### src/hvsb_pkg.sv
// constants and types shared by the high-voltage string brightness control
package hvsb_pkg;

    localparam int ADDR_W = 8;
    localparam int DATA_W = 8;
    localparam int CODE_W = 11;
    localparam int SINKS = 3;

    // register offsets
    localparam logic [7:0] OFS_FB_EN = 8'h00;
    localparam logic [7:0] OFS_BANK_MAP = 8'h01;
    localparam logic [7:0] OFS_BOOST_CTRL = 8'h02;
    localparam logic [7:0] OFS_AUTO_THR = 8'h03;
    localparam logic [7:0] OFS_PWM_CFG = 8'h04;
    localparam logic [7:0] OFS_SU_SD_RAMP = 8'h05;
    localparam logic [7:0] OFS_RUN_RAMP = 8'h06;
    localparam logic [7:0] OFS_RAMP_MAP = 8'h07;
    localparam logic [7:0] OFS_BANK_EN = 8'h08;
    localparam logic [7:0] OFS_A_LSB = 8'h09;
    localparam logic [7:0] OFS_A_MSB = 8'h0a;
    localparam logic [7:0] OFS_B_LSB = 8'h0b;
    localparam logic [7:0] OFS_B_MSB = 8'h0c;
    localparam logic [7:0] OFS_STATUS = 8'h0d;
    localparam logic [7:0] OFS_CUR_A = 8'h0e;
    localparam logic [7:0] OFS_CUR_B = 8'h0f;

    // field positions
    localparam int BIT_FREQ_SEL = 0;
    localparam int BIT_AUTO_FREQ = 3;
    localparam int BIT_PWM_EN_A = 0;
    localparam int BIT_PWM_EN_B = 1;
    localparam int BIT_PWM_LOW = 2;
    localparam int BIT_ZERO_DET = 3;
    localparam int BIT_MAP_LIN = 2;

    // values after reset
    localparam logic [2:0] RST_FB_EN = 3'h7;
    localparam logic [2:0] RST_BANK_MAP = 3'h0;
    localparam logic [7:0] RST_BOOST_CTRL = 8'h00;
    localparam logic [7:0] RST_AUTO_THR = 8'h6c;
    localparam logic [7:0] RST_PWM_CFG = 8'h00;
    localparam logic [7:0] RST_RAMP = 8'h00;
    localparam logic [7:0] RST_RAMP_MAP = 8'h00;
    localparam logic [1:0] RST_BANK_EN = 2'h0;
    localparam logic [7:0] RST_CODE = 8'h00;

    // timing
    localparam int CLK_MHZ = 100;
    localparam int RAMP_UNIT_US = 2;
    localparam int RAMP_UNIT_CYC = RAMP_UNIT_US * CLK_MHZ;
    localparam int ZERO_DET_NS = 1000;
    localparam int ZERO_DET_CYC = (ZERO_DET_NS * CLK_MHZ + 999) / 1000;

    typedef enum logic [1:0] {
        PH_IDLE,
        PH_STARTUP,
        PH_RUN,
        PH_SHUTDOWN
    } hvsb_phase_t;

endpackage

### src/hvsb_ctrl.sv
// high-voltage string brightness, boost frequency and ramp control
//
// What this block does
// - per-sink feedback enable, default one
// - feedback enables arm shorted-string fault flag
// - bit zero picks 500 kHz or 1 MHz
// - bit three selects automatic frequency mode
// - auto: code msbs above threshold gives 1 MHz
// - auto: code msbs at or below gives 500 kHz
// - current from full scale, code, duty
// - ramps step through all eleven code bits
// - new code applied only on high write
// - pwm assignable per bank, linear duty
// - pwm polarity may be active low
// - bit three enables near-zero pwm detection
// - sixteen start-up and shutdown durations, shared
// - start-up to set point, shutdown to zero
// - sixteen run-time up and down durations
// - ramp select chooses run-time ramp source
// - one mapping mode shared by both banks
// - enable pin low resets every register
//
// Strobed register access and the address map are this design's own decisions.
`timescale 1ns/1ns
module hvsb_ctrl #(
    parameter int RAMP_UNIT_CYC = hvsb_pkg::RAMP_UNIT_CYC,
    parameter int ZERO_DET_CYC = hvsb_pkg::ZERO_DET_CYC
) (
    input wire logic clk_sys,
    input wire logic rst_n,
    input wire logic hardware_enable_pin,
    input wire logic [7:0] reg_addr,
    input wire logic [7:0] reg_wdata,
    input wire logic reg_wr,
    input wire logic reg_rd,
    output logic [7:0] reg_rdata,
    input wire logic pwm_in,
    output logic boost_freq_1mhz,
    output logic [2:0] sink_fb_include,
    output logic [2:0] short_fault_arm,
    output logic [2:0] sink_bank_sel,
    output logic [10:0] bank_a_code,
    output logic [10:0] bank_b_code,
    output logic bank_a_duty,
    output logic bank_b_duty,
    output logic map_linear,
    output logic device_active
);

    ////////////////////////////////////////////////////////////////////////
    // reset release and shutdown

    logic rst_s1_q;
    logic rst_s2_q;
    logic rst_int_n;
    logic clr;

    always_ff @(posedge clk_sys or negedge rst_n) begin
        if (!rst_n) begin
            rst_s1_q <= 1'b0;
            rst_s2_q <= 1'b0;
        end else begin
            rst_s1_q <= 1'b1;
            rst_s2_q <= rst_s1_q;
        end
    end

    assign rst_int_n = rst_s2_q;
    assign clr = !hardware_enable_pin;

    ////////////////////////////////////////////////////////////////////////
    // register file

    logic [2:0] fb_en_q;
    logic [2:0] bank_map_q;
    logic [7:0] boost_ctrl_q;
    logic [7:0] auto_thr_q;
    logic [7:0] pwm_cfg_q;
    logic [7:0] su_sd_q;
    logic [7:0] run_q;
    logic [7:0] ramp_map_q;
    logic [1:0] bank_en_q;
    logic [2:0] lsb_q [2];
    logic [10:0] code_q [2];

    function automatic logic wr_hit(input logic [7:0] ofs);
        wr_hit = reg_wr && reg_addr == ofs;
    endfunction

    // routing, feedback and boost configuration
    always_ff @(posedge clk_sys or negedge rst_int_n) begin
        if (!rst_int_n) begin
            fb_en_q <= hvsb_pkg::RST_FB_EN;
            bank_map_q <= hvsb_pkg::RST_BANK_MAP;
            boost_ctrl_q <= hvsb_pkg::RST_BOOST_CTRL;
            auto_thr_q <= hvsb_pkg::RST_AUTO_THR;
        end else if (clr) begin
            fb_en_q <= hvsb_pkg::RST_FB_EN;
            bank_map_q <= hvsb_pkg::RST_BANK_MAP;
            boost_ctrl_q <= hvsb_pkg::RST_BOOST_CTRL;
            auto_thr_q <= hvsb_pkg::RST_AUTO_THR;
        end else begin
            if (wr_hit(hvsb_pkg::OFS_FB_EN)) begin
                fb_en_q <= reg_wdata[2:0];
            end
            if (wr_hit(hvsb_pkg::OFS_BANK_MAP)) begin
                bank_map_q <= reg_wdata[2:0];
            end
            if (wr_hit(hvsb_pkg::OFS_BOOST_CTRL)) begin
                boost_ctrl_q <= reg_wdata;
            end
            if (wr_hit(hvsb_pkg::OFS_AUTO_THR)) begin
                auto_thr_q <= reg_wdata;
            end
        end
    end

    // pwm, ramp timing and mapping configuration
    always_ff @(posedge clk_sys or negedge rst_int_n) begin
        if (!rst_int_n) begin
            pwm_cfg_q <= hvsb_pkg::RST_PWM_CFG;
            su_sd_q <= hvsb_pkg::RST_RAMP;
            run_q <= hvsb_pkg::RST_RAMP;
            ramp_map_q <= hvsb_pkg::RST_RAMP_MAP;
            bank_en_q <= hvsb_pkg::RST_BANK_EN;
        end else if (clr) begin
            pwm_cfg_q <= hvsb_pkg::RST_PWM_CFG;
            su_sd_q <= hvsb_pkg::RST_RAMP;
            run_q <= hvsb_pkg::RST_RAMP;
            ramp_map_q <= hvsb_pkg::RST_RAMP_MAP;
            bank_en_q <= hvsb_pkg::RST_BANK_EN;
        end else begin
            if (wr_hit(hvsb_pkg::OFS_PWM_CFG)) begin
                pwm_cfg_q <= reg_wdata;
            end
            if (wr_hit(hvsb_pkg::OFS_SU_SD_RAMP)) begin
                su_sd_q <= reg_wdata;
            end
            if (wr_hit(hvsb_pkg::OFS_RUN_RAMP)) begin
                run_q <= reg_wdata;
            end
            if (wr_hit(hvsb_pkg::OFS_RAMP_MAP)) begin
                ramp_map_q <= reg_wdata;
            end
            if (wr_hit(hvsb_pkg::OFS_BANK_EN)) begin
                bank_en_q <= reg_wdata[1:0];
            end
        end
    end

    // brightness: low bits are held, the high write applies both
    always_ff @(posedge clk_sys or negedge rst_int_n) begin
        if (!rst_int_n) begin
            lsb_q[0] <= '0;
            lsb_q[1] <= '0;
            code_q[0] <= '0;
            code_q[1] <= '0;
        end else if (clr) begin
            lsb_q[0] <= '0;
            lsb_q[1] <= '0;
            code_q[0] <= '0;
            code_q[1] <= '0;
        end else begin
            if (wr_hit(hvsb_pkg::OFS_A_LSB)) begin
                lsb_q[0] <= reg_wdata[2:0];
            end
            if (wr_hit(hvsb_pkg::OFS_B_LSB)) begin
                lsb_q[1] <= reg_wdata[2:0];
            end
            if (wr_hit(hvsb_pkg::OFS_A_MSB)) begin
                code_q[0] <= {reg_wdata, lsb_q[0]};
            end
            if (wr_hit(hvsb_pkg::OFS_B_MSB)) begin
                code_q[1] <= {reg_wdata, lsb_q[1]};
            end
        end
    end

    ////////////////////////////////////////////////////////////////////////
    // ramp durations

    function automatic logic [31:0] ramp_cycles(input logic [3:0] sel);
        ramp_cycles = (sel == 4'h0) ? 32'h0 : (32'(RAMP_UNIT_CYC) << sel);
    endfunction

    logic [31:0] su_cyc;
    logic [31:0] sd_cyc;
    logic [31:0] ru_cyc;
    logic [31:0] rd_cyc;

    assign su_cyc = ramp_cycles(su_sd_q[3:0]);
    assign sd_cyc = ramp_cycles(su_sd_q[7:4]);
    assign ru_cyc = ramp_cycles(run_q[3:0]);
    assign rd_cyc = ramp_cycles(run_q[7:4]);

    ////////////////////////////////////////////////////////////////////////
    // per-bank phase and ramp

    hvsb_pkg::hvsb_phase_t phase_q [2];
    logic [10:0] cur [2];
    logic busy [2];
    logic [10:0] target [2];
    logic [31:0] dur_up [2];
    logic [31:0] dur_dn [2];

    for (genvar b = 0; b < 2; b++) begin : g_bank
        always_ff @(posedge clk_sys or negedge rst_int_n) begin
            if (!rst_int_n) begin
                phase_q[b] <= hvsb_pkg::PH_IDLE;
            end else if (clr) begin
                phase_q[b] <= hvsb_pkg::PH_IDLE;
            end else begin
                case (phase_q[b])
                    hvsb_pkg::PH_IDLE: begin
                        if (bank_en_q[b]) begin
                            phase_q[b] <= hvsb_pkg::PH_STARTUP;
                        end
                    end
                    hvsb_pkg::PH_STARTUP: begin
                        if (!bank_en_q[b]) begin
                            phase_q[b] <= hvsb_pkg::PH_SHUTDOWN;
                        end else if (!busy[b]) begin
                            phase_q[b] <= hvsb_pkg::PH_RUN;
                        end
                    end
                    hvsb_pkg::PH_RUN: begin
                        if (!bank_en_q[b]) begin
                            phase_q[b] <= hvsb_pkg::PH_SHUTDOWN;
                        end
                    end
                    hvsb_pkg::PH_SHUTDOWN: begin
                        if (bank_en_q[b]) begin
                            phase_q[b] <= hvsb_pkg::PH_STARTUP;
                        end else if (!busy[b]) begin
                            phase_q[b] <= hvsb_pkg::PH_IDLE;
                        end
                    end
                    default: begin
                        phase_q[b] <= hvsb_pkg::PH_IDLE;
                    end
                endcase
            end
        end

        always_comb begin
            target[b] = bank_en_q[b] ? code_q[b] : 11'h000;
            dur_up[b] = su_cyc;
            dur_dn[b] = sd_cyc;
            if (phase_q[b] == hvsb_pkg::PH_RUN) begin
                case (ramp_map_q[1:0])
                    2'h0: begin
                        dur_up[b] = ru_cyc;
                        dur_dn[b] = rd_cyc;
                    end
                    2'h1: begin
                        dur_up[b] = su_cyc;
                        dur_dn[b] = sd_cyc;
                    end
                    default: begin
                        dur_up[b] = 32'h0;
                        dur_dn[b] = 32'h0;
                    end
                endcase
            end
        end

        hvsb_ramp #(
            .CODE_W(hvsb_pkg::CODE_W)
        ) u_ramp (
            .clk_sys(clk_sys),
            .rst_n(rst_int_n),
            .clr(clr),
            .target(target[b]),
            .dur_up(dur_up[b]),
            .dur_dn(dur_dn[b]),
            .cur_q(cur[b]),
            .busy(busy[b])
        );
    end

    ////////////////////////////////////////////////////////////////////////
    // pwm input

    logic pwm_level;
    logic pwm_zero;

    hvsb_pwm #(
        .ZERO_CYC(ZERO_DET_CYC)
    ) u_pwm (
        .clk_sys(clk_sys),
        .rst_n(rst_int_n),
        .clr(clr),
        .pwm_in(pwm_in),
        .active_low(pwm_cfg_q[hvsb_pkg::BIT_PWM_LOW]),
        .zero_det_en(pwm_cfg_q[hvsb_pkg::BIT_ZERO_DET]),
        .pwm_level_q(pwm_level),
        .zero_q(pwm_zero)
    );

    logic pwm_eff;
    assign pwm_eff = pwm_level && !pwm_zero;

    ////////////////////////////////////////////////////////////////////////
    // boost frequency

    logic [7:0] msb_max;
    logic freq_d;

    assign msb_max = (cur[0][10:3] > cur[1][10:3]) ? cur[0][10:3] : cur[1][10:3];

    always_comb begin
        if (boost_ctrl_q[hvsb_pkg::BIT_AUTO_FREQ]) begin
            freq_d = msb_max > auto_thr_q;
        end else begin
            freq_d = boost_ctrl_q[hvsb_pkg::BIT_FREQ_SEL];
        end
    end

    ////////////////////////////////////////////////////////////////////////
    // outputs to the analog side

    always_ff @(posedge clk_sys or negedge rst_int_n) begin
        if (!rst_int_n) begin
            boost_freq_1mhz <= 1'b0;
            sink_fb_include <= '0;
            short_fault_arm <= '0;
            sink_bank_sel <= '0;
            bank_a_duty <= 1'b1;
            bank_b_duty <= 1'b1;
            map_linear <= 1'b0;
            device_active <= 1'b0;
        end else begin
            boost_freq_1mhz <= freq_d;
            sink_fb_include <= clr ? 3'h0 : fb_en_q;
            short_fault_arm <= clr ? 3'h0 : fb_en_q;
            sink_bank_sel <= bank_map_q;
            bank_a_duty <= pwm_cfg_q[hvsb_pkg::BIT_PWM_EN_A] ? pwm_eff : 1'b1;
            bank_b_duty <= pwm_cfg_q[hvsb_pkg::BIT_PWM_EN_B] ? pwm_eff : 1'b1;
            map_linear <= ramp_map_q[hvsb_pkg::BIT_MAP_LIN];
            device_active <= hardware_enable_pin;
        end
    end

    assign bank_a_code = cur[0];
    assign bank_b_code = cur[1];

    ////////////////////////////////////////////////////////////////////////
    // read port

    logic [7:0] rd_d;

    always_comb begin
        case (reg_addr)
            hvsb_pkg::OFS_FB_EN: rd_d = {5'h00, fb_en_q};
            hvsb_pkg::OFS_BANK_MAP: rd_d = {5'h00, bank_map_q};
            hvsb_pkg::OFS_BOOST_CTRL: rd_d = boost_ctrl_q;
            hvsb_pkg::OFS_AUTO_THR: rd_d = auto_thr_q;
            hvsb_pkg::OFS_PWM_CFG: rd_d = pwm_cfg_q;
            hvsb_pkg::OFS_SU_SD_RAMP: rd_d = su_sd_q;
            hvsb_pkg::OFS_RUN_RAMP: rd_d = run_q;
            hvsb_pkg::OFS_RAMP_MAP: rd_d = ramp_map_q;
            hvsb_pkg::OFS_BANK_EN: rd_d = {6'h00, bank_en_q};
            hvsb_pkg::OFS_A_LSB: rd_d = {5'h00, lsb_q[0]};
            hvsb_pkg::OFS_A_MSB: rd_d = code_q[0][10:3];
            hvsb_pkg::OFS_B_LSB: rd_d = {5'h00, lsb_q[1]};
            hvsb_pkg::OFS_B_MSB: rd_d = code_q[1][10:3];
            hvsb_pkg::OFS_STATUS: rd_d = {3'h0, busy[1], busy[0], pwm_zero, pwm_level, freq_d};
            hvsb_pkg::OFS_CUR_A: rd_d = cur[0][10:3];
            hvsb_pkg::OFS_CUR_B: rd_d = cur[1][10:3];
            default: rd_d = 8'h00;
        endcase
    end

    always_ff @(posedge clk_sys or negedge rst_int_n) begin
        if (!rst_int_n) begin
            reg_rdata <= 8'h00;
        end else begin
            reg_rdata <= reg_rd ? rd_d : 8'h00;
        end
    end

endmodule // hvsb_ctrl

### src/hvsb_ramp.sv
// one-count-per-step current ramp toward a target code, loaded at once when the duration is zero
`timescale 1ns/1ns
module hvsb_ramp #(
    parameter int CODE_W = 11
) (
    input wire logic clk_sys,
    input wire logic rst_n,
    input wire logic clr,
    input wire logic [CODE_W-1:0] target,
    input wire logic [31:0] dur_up,
    input wire logic [31:0] dur_dn,
    output logic [CODE_W-1:0] cur_q,
    output logic busy
);
    logic [CODE_W-1:0] tgt_q;
    logic [CODE_W-1:0] dist_q;
    logic [31:0] acc_q;
    logic up;
    logic [31:0] dur;
    logic [31:0] acc_sum;

    assign up = target > cur_q;
    assign dur = up ? dur_up : dur_dn;
    assign acc_sum = acc_q + 32'(dist_q);
    assign busy = cur_q != target;

    // distance-weighted accumulator spreads the steps over the duration
    always_ff @(posedge clk_sys or negedge rst_n) begin
        if (!rst_n) begin
            cur_q <= '0;
            tgt_q <= '0;
            dist_q <= '0;
            acc_q <= '0;
        end else if (clr) begin
            cur_q <= '0;
            tgt_q <= '0;
            dist_q <= '0;
            acc_q <= '0;
        end else begin
            tgt_q <= target;
            if (target != tgt_q) begin
                dist_q <= up ? target - cur_q : cur_q - target;
                acc_q <= '0;
            end else if (!busy) begin
                acc_q <= '0;
            end else if (dur == 32'h0) begin
                cur_q <= target;
            end else if (acc_sum >= dur) begin
                acc_q <= acc_sum - dur;
                cur_q <= up ? cur_q + 1'b1 : cur_q - 1'b1;
            end else begin
                acc_q <= acc_sum;
            end
        end
    end
endmodule // hvsb_ramp

### src/hvsb_pwm.sv
// pwm input polarity and near-zero detection
`timescale 1ns/1ns
module hvsb_pwm #(
    parameter int ZERO_CYC = 100
) (
    input wire logic clk_sys,
    input wire logic rst_n,
    input wire logic clr,
    input wire logic pwm_in,
    input wire logic active_low,
    input wire logic zero_det_en,
    output logic pwm_level_q,
    output logic zero_q
);
    localparam int CW = $clog2(ZERO_CYC + 1);
    localparam logic [CW-1:0] LIMIT = CW'(ZERO_CYC);
    logic [CW-1:0] idle_cnt_q;
    logic level;

    assign level = pwm_in ^ active_low;

    always_ff @(posedge clk_sys or negedge rst_n) begin
        if (!rst_n) begin
            pwm_level_q <= 1'b0;
            idle_cnt_q <= '0;
            zero_q <= 1'b0;
        end else if (clr) begin
            pwm_level_q <= 1'b0;
            idle_cnt_q <= '0;
            zero_q <= 1'b0;
        end else begin
            pwm_level_q <= level;
            if (level) begin
                idle_cnt_q <= '0;
            end else if (idle_cnt_q != LIMIT) begin
                idle_cnt_q <= idle_cnt_q + 1'b1;
            end
            zero_q <= zero_det_en && !level && idle_cnt_q == LIMIT;
        end
    end
endmodule // hvsb_pwm

### config.mk
export PLATFORM = sky130hd
export DESIGN_NAME = hvsb_ctrl
export DESIGN_NICKNAME = d
export VERILOG_FILES = /design/src/hvsb_pkg.sv /design/src/hvsb_ctrl.sv /design/src/hvsb_ramp.sv /design/src/hvsb_pwm.sv
export SDC_FILE = /design/constraint.sdc
export NUM_CORES = 1
export LEC_CHECK = 0
export BUFFER_PORTS_ARGS = -buffer_cell sky130_fd_sc_hd__buf_4
export CAP_MARGIN = 15
export CORE_MARGIN = 1
export CORE_UTILIZATION = 42
export DETAILED_ROUTE_END_ITERATION = 12
export GPL_ROUTABILITY_DRIVEN = 0
export SLEW_MARGIN = 20
export SYNTH_ARGS = -nofsm -noshare
export SYNTH_HDL_FRONTEND = slang
export SYNTH_SLANG_ARGS = --single-unit
### constraint.sdc
create_clock -name clk_sys -period 8.5 [get_ports clk_sys]
set_clock_uncertainty 0.15 [all_clocks]
set_input_delay 1.7 -clock clk_sys [delete_from_list [all_inputs] [get_ports clk_sys]]
set_output_delay 1.7 -clock clk_sys [all_outputs]
set_load 0.02 [all_outputs]
==> After elaboration in Yosys (flattened, before gate mapping) <==
Index checks and enable logic that the tools add are counted.
Widths: inputs -> output; s select.
{ "classes": {"n_addsub": 13, "order_cmp": 6, "n_eq_ne": 60, "shift": 4, "muxes": 96, "bitwise_logic": 1, "n_reduce_logical": 32} }
{ "ops": {"columns": ["operator", "count"], "rows": [
  ["$mux 32", 20],
  ["$mux 11", 24],
  ["$pmux 32 s2", 2],
  ["$pmux 8 s16", 1],
  ["$shl 8x4->32 const A", 4],
  ["$mux 8", 14],
  ["$add 32x11->32", 2],
  ["$eq 8x4->1 const B", 8],
  ["$ge 32x32->1", 2],
  ["$logic_not 32->1", 2],
  ["$sub 32x32->32", 2],
  ["$ne 11x11->1", 4],
  ["$sub 11x11->11", 4],
  ["$ne 2x1->1 const B", 17],
  ["$eq 8x3->1 const B", 4],
  ["$mux 2", 16],
  ["$ne 4x4->1 const B", 6],
  ["$add 11x1->11 const B", 2],
  ["$gt 11x11->1", 2],
  ["$mux 22", 1],
  ["$sub 11x1->11 const B", 2],
  ["$mux 3", 7],
  ["$mux 7", 3],
  ["$eq 8x2->1 const B", 2],
  ["other kinds (21)", 61]
]} }
{ "totals": {"ff_bits": 248, "output_inout_bits": 44, "elab_cells": 248} }

==> Longest topological paths before layout <==
Gate-level depths: netlist of the first run.
{ "depth": {"depth_word": 11, "depth_mapped": 32} }

==> Modules after synthesis <==
From an unflattened synthesis of the first run, not the netlist that was laid out.
{ "hier_totals": {"hier_cells": 2868, "hier_area_um2": 23211.0} }
{ "by_module_without_submodules": {"columns": ["mod", "instances", "cells_per_inst", "area_per_inst_um2", "seq_area_each_um2"], "rows": [
  ["hvsb_ctrl", 1, 908, 7766.2, 2738.9],
  ["hvsb_ramp at g_bank[0].u_ramp", 1, 973, 7511.0, 1626.6],
  ["hvsb_ramp at g_bank[1].u_ramp", 1, 940, 7475.9, 1626.6],
  ["hvsb_pwm", 1, 47, 457.9, 225.2]
]} }

==> Worst setup path before layout of the first run <==
Ideal clock, no wire load.
{ "synth_timing": {"path_kind": "flip-flop to flip-flop", "startpoint": "register bank_en_q[1]", "endpoint": "register g_bank[1].u_ramp.acc_q[23]", "setup_ns": 0.132, "t_arrival_ns": 6.557, "required_ns": 8.218, "setup_slack_ns": 1.661, "path_stages_with_launch": 30, "path_buffers": 9, "period_less_slack_ns": 6.839, "path_cell_list": "dfrtp_1 > clkbuf_1 > clkbuf_1 > buf_1 > nand2_1 > ha_1 > clkbuf_1 > nand4_1 > or4_1 > clkbuf_1 > o211ai_1 > nand2_1 > clkinv_1 > buf_1 > clkbuf_1 > o21ai_0 > ha_1 > o211a_1 > o31ai_1 > a21oi_1 > o41ai_1 > o41a_1 > o21ai_1 > or4b_1 > buf_2 > buf_2 > a221oi_1 > a31oi_1 > xnor2_1 > nor2_1"} }
{ "synth_via": {"elab_chain_len": 9, "word_cells_on_any_way": 14, "cone_classes": "add/sub (1); order compare (2); eq/ne (3); mux (7); reduce/logical (1)"} }
{ "synth_lines": {"columns": ["element", "line_no", "rtl"], "rows": [
  ["start, declared", "hvsb_ctrl.sv:82", "logic [1:0] bank_en_q;"],
  ["start signal, assigned", "hvsb_ctrl.sv:125", "bank_en_q <= hvsb_pkg::RST_BANK_EN;"],
  ["start signal, assigned", "hvsb_ctrl.sv:131", "bank_en_q <= hvsb_pkg::RST_BANK_EN;"],
  ["start signal, assigned", "hvsb_ctrl.sv:146", "bank_en_q <= reg_wdata[1:0];"],
  ["$mux 11 *", "hvsb_ctrl.sv:246", "target[b] = bank_en_q[b] ? code_q[b] : 11'h000;"],
  ["$gt 11x11->1", "hvsb_ramp.sv:22", "assign up = target > cur_q;"],
  ["$mux 32", "hvsb_ramp.sv:23", "assign dur = up ? dur_up : dur_dn;"],
  ["$sub 32x32->32 or $ge 32x32->1 (tied branches)", "hvsb_ramp.sv:49, hvsb_ramp.sv:48", null],
  ["$mux 32", "hvsb_ramp.sv:48", "end else if (acc_sum >= dur) begin"],
  ["$mux 32", "hvsb_ramp.sv:46", "end else if (dur == 32'h0) begin"],
  ["$mux 32", "hvsb_ramp.sv:44", "end else if (!busy) begin"],
  ["$mux 32", "hvsb_ramp.sv:41", "if (target != tgt_q) begin"],
  ["$mux 32", "hvsb_ramp.sv:34", "end else if (clr) begin"],
  ["end signal, assigned", "hvsb_ramp.sv:49", "acc_q <= acc_sum - dur;"],
  ["end signal, assigned", "hvsb_ramp.sv:52", "acc_q <= acc_sum;"],
  ["end, declared", "hvsb_ramp.sv:17", "logic [31:0] acc_q;"]
]} }
Mark *: on every way between the ends. The rest lies on a longest branch, timed or not. The select of a mux whose other input is x is not followed.
A chain may end at the register's enable or synchronous reset.

==> Final worst setup path of the first run <==
{ "layout_timing": {"startpoint": "register bank_en_q[1]", "endpoint": "register g_bank[1].u_ramp.cur_q[8]"} }
{ "layout_via": {"elab_chain_len": 8, "word_cells_on_any_way": 17, "cone_classes": "order compare (2); eq/ne (5); mux (8); reduce/logical (2)"} }
{ "layout_lines": {"columns": ["element", "line_no", "rtl"], "rows": [
  ["$mux 11 *", "hvsb_ctrl.sv:246", null],
  ["branches (longest 7 deep; another with $ge 32x32->1)", null, null],
  ["end signal, assigned", "hvsb_ramp.sv:47", "cur_q <= target;"],
  ["end signal, assigned", "hvsb_ramp.sv:50", "cur_q <= up ? cur_q + 1'b1 : cur_q - 1'b1;"],
  ["end, declared", "hvsb_ramp.sv:12", "output logic [CODE_W-1:0] cur_q,"]
]} }
Every way passes the cells marked *. The select of a mux whose other input is x is not followed.

==> Flow_metrics.wiki, run 1 <==
{| class="wikitable"
! Metric !! Value
|-
| DP Worst Slack || approximately 0.89 ns
|-
| Post-synthesis cell area || 21300 um^2
|-
| Setup Viol. Count Final || 0
|-
| CP Class || reg -> reg
|-
| Headroom to the max-slew limit || approximately a quarter
|-
| Synthesized area per cell || between 8 and 9 um^2
|-
| Post CTS Setup Buffer Count || 0
|-
| Number of antenna violations at the first check in global routing || 1
|-
| Endpoint required time on the critical path || roughly 8.9 ns
|-
| Antenna diode instance count || 0
|-
| Arrival time worst endpoint || 8.02 ns
|-
| Proportion of register bits with asynchronous set or reset after synthesis || 100%
|-
| 1st-iter DRT viols || around 1700
|-
| Sinks on Clock Net || around 250
|-
| Initial core utilization || between 40% and 50%
|-
| Cell with the largest stage delay on the worst path || sky130_fd_sc_hd__or4b_2
|-
| Htree depth || 1
|-
| Via count of the first global-routing pass || slightly below 20000
|-
| Routed Antenna Nets || 0
|-
| Type of origin of the critical path || flip-flop
|-
| Setup_tns || 0 ns
|-
| Largest incremental delay on the critical path || ~1 ns
|-
| Transition time at the pin with the least slew margin || 1.13 ns
|-
| Setup repair after global routing missed its margin || no
|-
| Routed WL per cell || roughly 20 um
|-
| Final-report hold violation count || 0
|-
| Vias post-DR || about 20000
|-
| Unique cell type count in the Yosys netlist || between 90 and 100
|-
| Filler Cells Inserted || 4945
|-
| Status || finished, final reports clean
|-
| Core region area || roughly 50000 um^2
|-
| Clock transition time at the flip-flop clock pins of the worst setup and hold paths || about 0.06 ns
|-
| Number of enable flip-flop cells after synthesis || 0
|-
| Nature of the critical path endpoint || flip-flop
|-
| GRT Overall Usage || around a quarter
|-
| Leftover overflow at the end of global routing || 0
|-
| Cell at the root of the clock tree || sky130_fd_sc_hd__clkbuf_16
|-
| TritonCTS clock tree || yes
|-
| Cells taking the most area after synthesis || sky130_fd_sc_hd__dfrtp_1 (28%), sky130_fd_sc_hd__ha_1 (9.5%), sky130_fd_sc_hd__nand2_1 (5.8%), sky130_fd_sc_hd__a21oi_1 (5.2%), sky130_fd_sc_hd__nor2_1 (4.0%)
|-
| Chip Width || around 230 um
|-
| Number of buffers inserted by port buffering || 65
|-
| Wire length of the first global-routing pass || approximately 110000 um
|-
| Part of the Yosys area used for sequential elements || between 20% and 30%
|-
| Cts bufs inserted || 30
|-
| Layout cell share with drive strength beyond 1 || between 8 and 9%
|-
| Hold buffer count at cts || 0
|-
| Worst Slack Setup Final || approximately 0.85 ns
|-
| Insertion delay of the later-clocked pin in the worst-skew pair || 0.59 ns
|-
| Final critical-path required period || between 7 and 8 ns
|-
| Maximum achievable frequency || 131 MHz
|-
| Pin count of the biggest net entering global routing || between 70 and 80
|-
| Max Transition Viols Final || 0
|-
| Wire length after detailed routing || around 68000 um
|-
| Post-Synthesis Cells || 2645
|-
| Synthesis-to-layout area growth || 9.88%
|-
| Clock tree buffer depth || 3
|-
| Die Ht || approximately 230 um
|-
| Routed via count divided by cell count || ~6.1
|-
| Total of warnings raised by yosys || 0
|-
| Final Net Count || approximately 2800
|-
| Cell-by-cell listing of the critical path || nand2_1 > inv_1 > ha_1 > nand4_1 > or4_1 > o211ai_1 > nand2_1 > clkinv_1 > a221o_1 > o21ai_0 > ha_1 > nor2b_1 > o31ai_1 > a21oi_1 > o41ai_1 > o41a_1 > o21ai_1 > or4b_2 > o21ai_1 > and2_1 > a221o_1
|-
| Reported leakage power || between 10 and 15 nW
|-
| Final clock period utilization by the worst path || 90.0%
|-
| Worst VDD drop || 0.178 mV
|-
| Sum of internal, switching and leakage power || 5.41 mW
|-
| Primary flip-flop cell chosen by synthesis mapping || sky130_fd_sc_hd__dfrtp_1
|-
| DR pass1 iterations || 8
|-
| Area fraction of the dominant cell type after synthesis || about 28%
|-
| DRC violations left || 0
|-
| Max-capacitance violation count || 0
|-
| Post-cts sizing count || 0
|-
| Crit Path Max Fanout || 34
|-
| Power density normalized to cell area || between 200 and 250 nW/um^2
|-
| FF+latch count, synth || 248
|-
| IO Pins || 66
|-
| Number of placement rows || slightly above 80
|-
| Class of the tightest hold or removal check || reg -> reg
|-
| Area of the die || a little over 50000 um^2
|-
| Cell type contributing the most total cell area after synthesis || sky130_fd_sc_hd__dfrtp_1
|-
| Placed wire-length estimate after detailed placement || around 50000 um
|}
-- power breakdown --
group          switching, mW  internal (mW)  total [mW]
registers             0.0774           1.25        1.32
logic                   1.67           1.03        2.71
clock network          0.573          0.809        1.38
-- cell type report --
type                            count  area (um^2)  share of cell area, %
Tap cell                          672          841                   3.59
Clock buffer                       36          815                   3.48
Inverter                          120          453                   1.93
Sequential cell                   248         6220                   26.5
Multi-Input combinational cell   2133        14100                   60.2
Timing Repair Buffer              101          758                   3.23
Clock inverter                     20          234                  0.998
-- stage by stage --
step           area (um^2)  cells  util [%]  hold WS, ns
2_1_floorplan        21300   2648         -        0.181
3_5_place_dp         22400   3274      44.6        0.188
5_1_grt              23400   3330      46.7        0.221
4_1_cts              23400   3330      46.7        0.209
3_3_place_gp         22400   3274      44.6        0.188
6_report             23400   3330      46.7        0.206
-- state kept, by name (all words and copies together) (netlist names), 2 cells and up --
signal	cells
auto_thr_q	8
g_bank.u_ramp.dist_q	22
short_fault_arm	3
g_bank.u_ramp.tgt_q	22
su_sd_q	8
u_pwm.idle_cnt_q	7
bank_map_q	3
boost_ctrl_q	8
ramp_map_q	8
lsb_q	6
g_bank.u_ramp.acc_q	64
phase_q	4
reg_rdata	8
bank_en_q	2
sink_bank_sel	3
run_q	8
code_q	22
fb_en_q	3
g_bank.u_ramp.cur_q	22
pwm_cfg_q	8
-- cells by family (layout without fill, tap and decap cells) --
family                     after synthesis  in the layout  share of synthesized area (%)
AOI/OAI and AO/OA                      787            787                           24.8
xor gates and xnor gates               156            156                           6.41
adders and majority gates              170            170                           10.3
buffers and inverters                  267            277                           4.80
DFF                                    248            248                           29.1
muxes                                   74             74                           3.73
other                                    2              5                         0.0352
and+or+nand+nor                        941            941                           20.8
-- layer usage --
layer	routed length (um)	global-route usage, %	vias up
li1	-	-	9604
met1	29700	35.4	9879
met2	31400	43.0	767
met3	4280	3.14	171
met4	2860	11.0	0
met5	0	0	-
-- path summary, 6_finish.rpt --
check                                       endpoint         start  slack (ns)  depth (start not counted)
max                        g_bank[1].u_ramp.cur_q[8]  bank_en_q[1]        0.85                         21
min                                        rst_int_n      rst_s1_q        0.21                          0
max reg2reg                g_bank[1].u_ramp.cur_q[8]  bank_en_q[1]        0.85                         21
min reg2reg                                rst_int_n      rst_s1_q        0.21                          0
max in group asynchronous  g_bank[1].u_ramp.cur_q[4]     rst_int_n        6.54                          1
min in group asynchronous  g_bank[0].u_ramp.cur_q[4]     rst_int_n        0.25                          0
-- placed cells by master, fill, tap and decap left out, types with 34 or more instances in the layout --
master,count
sky130_fd_sc_hd__a21o_1,40
sky130_fd_sc_hd__nor2_1,229
sky130_fd_sc_hd__buf_4,101
sky130_fd_sc_hd__o21ai_0,132
sky130_fd_sc_hd__mux2i_1,57
sky130_fd_sc_hd__xnor2_1,94
sky130_fd_sc_hd__a22oi_1,38
sky130_fd_sc_hd__nand2_1,326
sky130_fd_sc_hd__dfrtp_1,238
sky130_fd_sc_hd__ha_1,162
sky130_fd_sc_hd__a211oi_1,34
sky130_fd_sc_hd__nor3_1,40
sky130_fd_sc_hd__inv_1,118
sky130_fd_sc_hd__xor2_1,62
sky130_fd_sc_hd__nand3_1,106
sky130_fd_sc_hd__a21oi_1,222
-- synthesized netlist by cell type (8+ instances only) --
master,number
sky130_fd_sc_hd__dfrtp_1,239
sky130_fd_sc_hd__o21ai_1,9
sky130_fd_sc_hd__xnor2_1,94
sky130_fd_sc_hd__xor2_1,62
sky130_fd_sc_hd__a21oi_1,222
sky130_fd_sc_hd__o21bai_1,16
sky130_fd_sc_hd__buf_2,8
sky130_fd_sc_hd__nor3_1,41
sky130_fd_sc_hd__o31ai_1,9
sky130_fd_sc_hd__mux2_2,14
sky130_fd_sc_hd__nand2b_1,24
sky130_fd_sc_hd__or3_1,16
sky130_fd_sc_hd__o21a_1,19
sky130_fd_sc_hd__a22oi_1,38
sky130_fd_sc_hd__nand2_1,327
sky130_fd_sc_hd__a221o_1,24
sky130_fd_sc_hd__dfstp_2,9
sky130_fd_sc_hd__o211a_1,17
sky130_fd_sc_hd__mux2i_1,57
sky130_fd_sc_hd__a21o_1,40
sky130_fd_sc_hd__or2_2,12
sky130_fd_sc_hd__nand3_1,106
sky130_fd_sc_hd__nand4_1,26
sky130_fd_sc_hd__nor4_1,18
sky130_fd_sc_hd__clkbuf_1,125
sky130_fd_sc_hd__ha_1,162
sky130_fd_sc_hd__nor2_1,229
sky130_fd_sc_hd__a311oi_1,17
sky130_fd_sc_hd__a31oi_1,20
sky130_fd_sc_hd__and3_1,31
sky130_fd_sc_hd__o22ai_1,20
sky130_fd_sc_hd__buf_1,11
sky130_fd_sc_hd__a2bb2oi_1,10
sky130_fd_sc_hd__o21ai_0,132
sky130_fd_sc_hd__a221oi_1,16
sky130_fd_sc_hd__a211oi_1,34
sky130_fd_sc_hd__o211ai_1,29
sky130_fd_sc_hd__nor2b_1,29
sky130_fd_sc_hd__a22o_1,26
sky130_fd_sc_hd__nand3b_1,18
sky130_fd_sc_hd__fa_1,8
sky130_fd_sc_hd__inv_1,119
sky130_fd_sc_hd__a32oi_1,9
sky130_fd_sc_hd__and2_1,30
-- critical path, delay by kind of cell (launching register included) --
family,cells,cell delay [ns]
flip-flops,1,0.96
buffers and inverters,2,0.64
AO/OA/AOI/OAI,10,2.75
adder cells (fa/ha/maj),2,0.60
AND/OR/NAND/NOR,7,2.47
Power figures use the tool's default switching activity.
==> run 2: changes to the inputs <==
Settings changed: CORE_ASPECT_RATIO from default to 1.1.
==> run 2 against run 1 <==
Net effect: global-route usage shrank 0.27 points; via count is essentially flat; die area is essentially flat; flip-flop and latch count is the same; cell count shrank 0.57%; critical path depth shrank 1; setup slack gained 0.26 ns; register-to-register slack gained 0.26 ns; non-clock buffer count shrank 6; clock power shrank 4%; routed wire length grew 0.18%; first-iteration DRC count grew 23%; critical path type unchanged.
==> Flow_metrics.wiki, run 2 (synthesis results as in run 1) <==
{| class="wikitable"
! Metric !! Value
|-
| Headroom to the max-slew limit || ~29%
|-
| Routed via count divided by cell count || a little over 6
|-
| Area of the die || a little over 50000 um^2
|-
| Initial core utilization || between 40% and 50%
|-
| Post-cts sizing count || 0
|-
| Worst r2r src || bank_en_q[1]
|-
| Setup Viol. Count Final || 0
|-
| Final-report hold violation count || 0
|-
| Core region area || roughly 50000 um^2
|-
| Combined buffer and inverter count along the critical path || 1
|-
| Instance count along the most critical hold path || 0
|-
| Setup_tns || 0 ns
|-
| Placed wire-length estimate after detailed placement || roughly 50000 um
|-
| Pin count of the biggest net entering global routing || roughly 130
|-
| DRC violations left || 0
|-
| Worst VDD drop || approximately 0.23 mV
|-
| Cell-by-cell listing of the critical path || nand2_1 > ha_1 > nand4_1 > or4_1 > o211ai_1 > nand2_1 > clkinv_1 > a221o_1 > o21ai_0 > ha_1 > nor2b_1 > o31ai_1 > a21oi_1 > o41ai_1 > o41a_1 > o21ai_1 > or4b_1 > o21ai_1 > and2_1 > a221o_1
|-
| Via count of the first global-routing pass || around 20000
|-
| Routed Antenna Nets || 0
|-
| Wire length after detailed routing || a little under 70000 um
|-
| Max FFs per register || 64
|-
| Type of origin of the critical path || flip-flop
|-
| Worst Hold Launch || rst_s1_q
|-
| Chip Width || roughly 220 um
|-
| Cell with the largest stage delay on the worst path || sky130_fd_sc_hd__dfrtp_1
|-
| Leftover overflow at the end of global routing || 0
|-
| Reported leakage power || between 10 and 15 nW
|-
| Die Ht || between 200 and 250 um
|-
| Sequential cell area in the final layout || a little over 6000 um^2
|-
| Number of buffers inserted by port buffering || 65
|-
| Nature of the critical path endpoint || flip-flop
|-
| Htree depth || 1
|-
| Endpoint required time on the critical path || roughly 8.9 ns
|-
| Max-capacitance violation count || 0
|-
| Largest incremental delay on the critical path || 0.95 ns
|-
| Final clock period utilization by the worst path || 86.9%
|-
| GRT Overall Usage || about a quarter
|-
| Arrival time worst endpoint || 7.79 ns
|-
| Cell family with most CP delay || simple AND/OR/NAND/NOR gates
|-
| Routed WL per cell || ~21 um
|-
| CP Class || reg -> reg
|-
| IO Pins || 66
|-
| Number of antenna violations at the first check in global routing || 0
|-
| TritonCTS clock tree || yes
|-
| Power density normalized to cell area || 227 nW/um^2
|-
| Cell at the root of the clock tree || sky130_fd_sc_hd__clkbuf_16
|-
| Crit Path Max Fanout || 30
|-
| Worst Slack Setup Final || between 1 and 1.5 ns
|-
| Most flops, register || g_bank.u_ramp.acc_q
|-
| Transition time at the pin with the least slew margin || around 1.1 ns
|-
| Number of placement rows || 86
|-
| Setup repair after global routing missed its margin || no
|-
| Endpoint of the worst register-to-register path || g_bank[1].u_ramp.cur_q[2]
|-
| Insertion delay of the later-clocked pin in the worst-skew pair || 0.63 ns
|-
| Status || finished, final reports clean
|-
| Internal reg-to-reg setup slack || 1.12 ns
|-
| Vias post-DR || around 20000
|-
| Max Transition Viols Final || 0
|-
| Synthesis-to-layout area growth || 9.50%
|-
| DP Worst Slack || between 1 and 1.5 ns
|-
| Post CTS Setup Buffer Count || 0
|-
| Commonest non-fill, non-tap cell in the layout || sky130_fd_sc_hd__nand2_1
|-
| End of the worst hold path || rst_int_n
|-
| Final Net Count || roughly 2800
|-
| Final critical-path required period || between 7 and 8 ns
|-
| Sinks on Clock Net || roughly 250
|-
| Sum of internal, switching and leakage power || 5.31 mW
|-
| Filler Cells Inserted || a little over 5000
|-
| 1st-iter DRT viols || 2023
|-
| Maximum achievable frequency || roughly 140 MHz
|-
| DR pass1 iterations || 9
|-
| Cts bufs inserted || 30
|-
| Wire length of the first global-routing pass || 109000 um
|-
| Clock transition time at the flip-flop clock pins of the worst setup and hold paths || around 0.06 ns
|-
| Multi-input combinational cell area || roughly 14000 um^2
|-
| Class of the tightest hold or removal check || reg -> reg
|-
| Antenna diode instance count || 0
|-
| R2R cell count || 20
|-
| Clock tree buffer depth || 3
|-
| Hold buffer count at cts || 0
|-
| Top library cells by usage in the layout, fill and taps aside || sky130_fd_sc_hd__nand2_1 (325), sky130_fd_sc_hd__dfrtp_1 (238), sky130_fd_sc_hd__nor2_1 (228)
|-
| Layout cell share with drive strength beyond 1 || ~7.9%
|}
## run 2: cell types whose count changed in the layout (fill, tap and decap cells not counted), moves of 2 or more
cell / change
sky130_fd_sc_hd__clkbuf_8: +4
sky130_fd_sc_hd__clkinv_2: +2
sky130_fd_sc_hd__clkbuf_1: +2
sky130_fd_sc_hd__clkinvlp_4: -2
sky130_fd_sc_hd__inv_6: -4
sky130_fd_sc_hd__bufinv_16: -2
sky130_fd_sc_hd__buf_4: -7
## run 2: worst max-delay path by stage
stage,start,endpoint,slack [ns],cells after the start
after floorplan,rst_int_n,auto_thr_q[0],0.94,0
after global placement,bank_en_q[1],g_bank[1].u_ramp.acc_q[23],1.45,22
after detailed placement,bank_en_q[1],g_bank[1].u_ramp.cur_q[4],1.30,20
after CTS,bank_en_q[1],g_bank[1].u_ramp.cur_q[2],1.26,20
after global routing,bank_en_q[1],g_bank[1].u_ramp.cur_q[4],0.64,20
final,bank_en_q[1],g_bank[1].u_ramp.cur_q[2],1.12,20
## run 2: worst reg2reg max path, cell delays in order, from the launching register on
cell and delay [ns]:
sky130_fd_sc_hd__dfrtp_1 0.95, sky130_fd_sc_hd__nand2_1 0.27, sky130_fd_sc_hd__ha_1 0.53, sky130_fd_sc_hd__nand4_1 0.18, sky130_fd_sc_hd__or4_1 0.71, sky130_fd_sc_hd__o211ai_1 0.27
sky130_fd_sc_hd__nand2_1 0.13, sky130_fd_sc_hd__clkinv_1 0.34, sky130_fd_sc_hd__a221o_1 0.18, sky130_fd_sc_hd__o21ai_0 0.09, sky130_fd_sc_hd__ha_1 0.35, sky130_fd_sc_hd__nor2b_1 0.17
sky130_fd_sc_hd__o31ai_1 0.27, sky130_fd_sc_hd__a21oi_1 0.16, sky130_fd_sc_hd__o41ai_1 0.44, sky130_fd_sc_hd__o41a_1 0.30, sky130_fd_sc_hd__o21ai_1 0.17, sky130_fd_sc_hd__or4b_1 0.68
sky130_fd_sc_hd__o21ai_1 0.39, sky130_fd_sc_hd__and2_1 0.41, sky130_fd_sc_hd__a221o_1 0.21
## run 2: where the power goes
part	total [mW]	internal, mW	switching [mW]
logic	2.67	1.01	1.67
registers	1.32	1.25	0.0760
clock network	1.32	0.762	0.555
## run 2: per-layer routing
| layer | vias to the layer above | global-route usage [%] | wire length (um) |
|---|---|---|---|
| met5 | - | 0 | 0 |
| met4 | 0 | 8.90 | 2400 |
| met3 | 168 | 3.12 | 4940 |
| met2 | 887 | 42.7 | 31400 |
| met1 | 9807 | 35.7 | 29500 |
| li1 | 9574 | - | - |
## run 2: through the flow
| step | utilization, % | cells | area, um^2 | hold slack (ns) |
|---|---|---|---|---|
| 2_1_floorplan | - | 2648 | 21300 | 0.181 |
| 3_3_place_gp | 44.6 | 3256 | 22300 | 0.187 |
| 3_5_place_dp | 44.6 | 3256 | 22300 | 0.187 |
| 4_1_cts | 46.6 | 3311 | 23300 | 0.201 |
| 5_1_grt | 46.6 | 3311 | 23400 | 0.206 |
| 6_report | 46.6 | 3311 | 23400 | 0.199 |
## run 2: layout make-up
cell class              count  area share [%]
well taps                 660            3.54
clock inverters            14           0.664
flip-flops and latches    248            26.6
repair buffers             95            3.11
clock buffers              41            3.65
inverters                 120            1.94
multi-input cells        2133            60.5
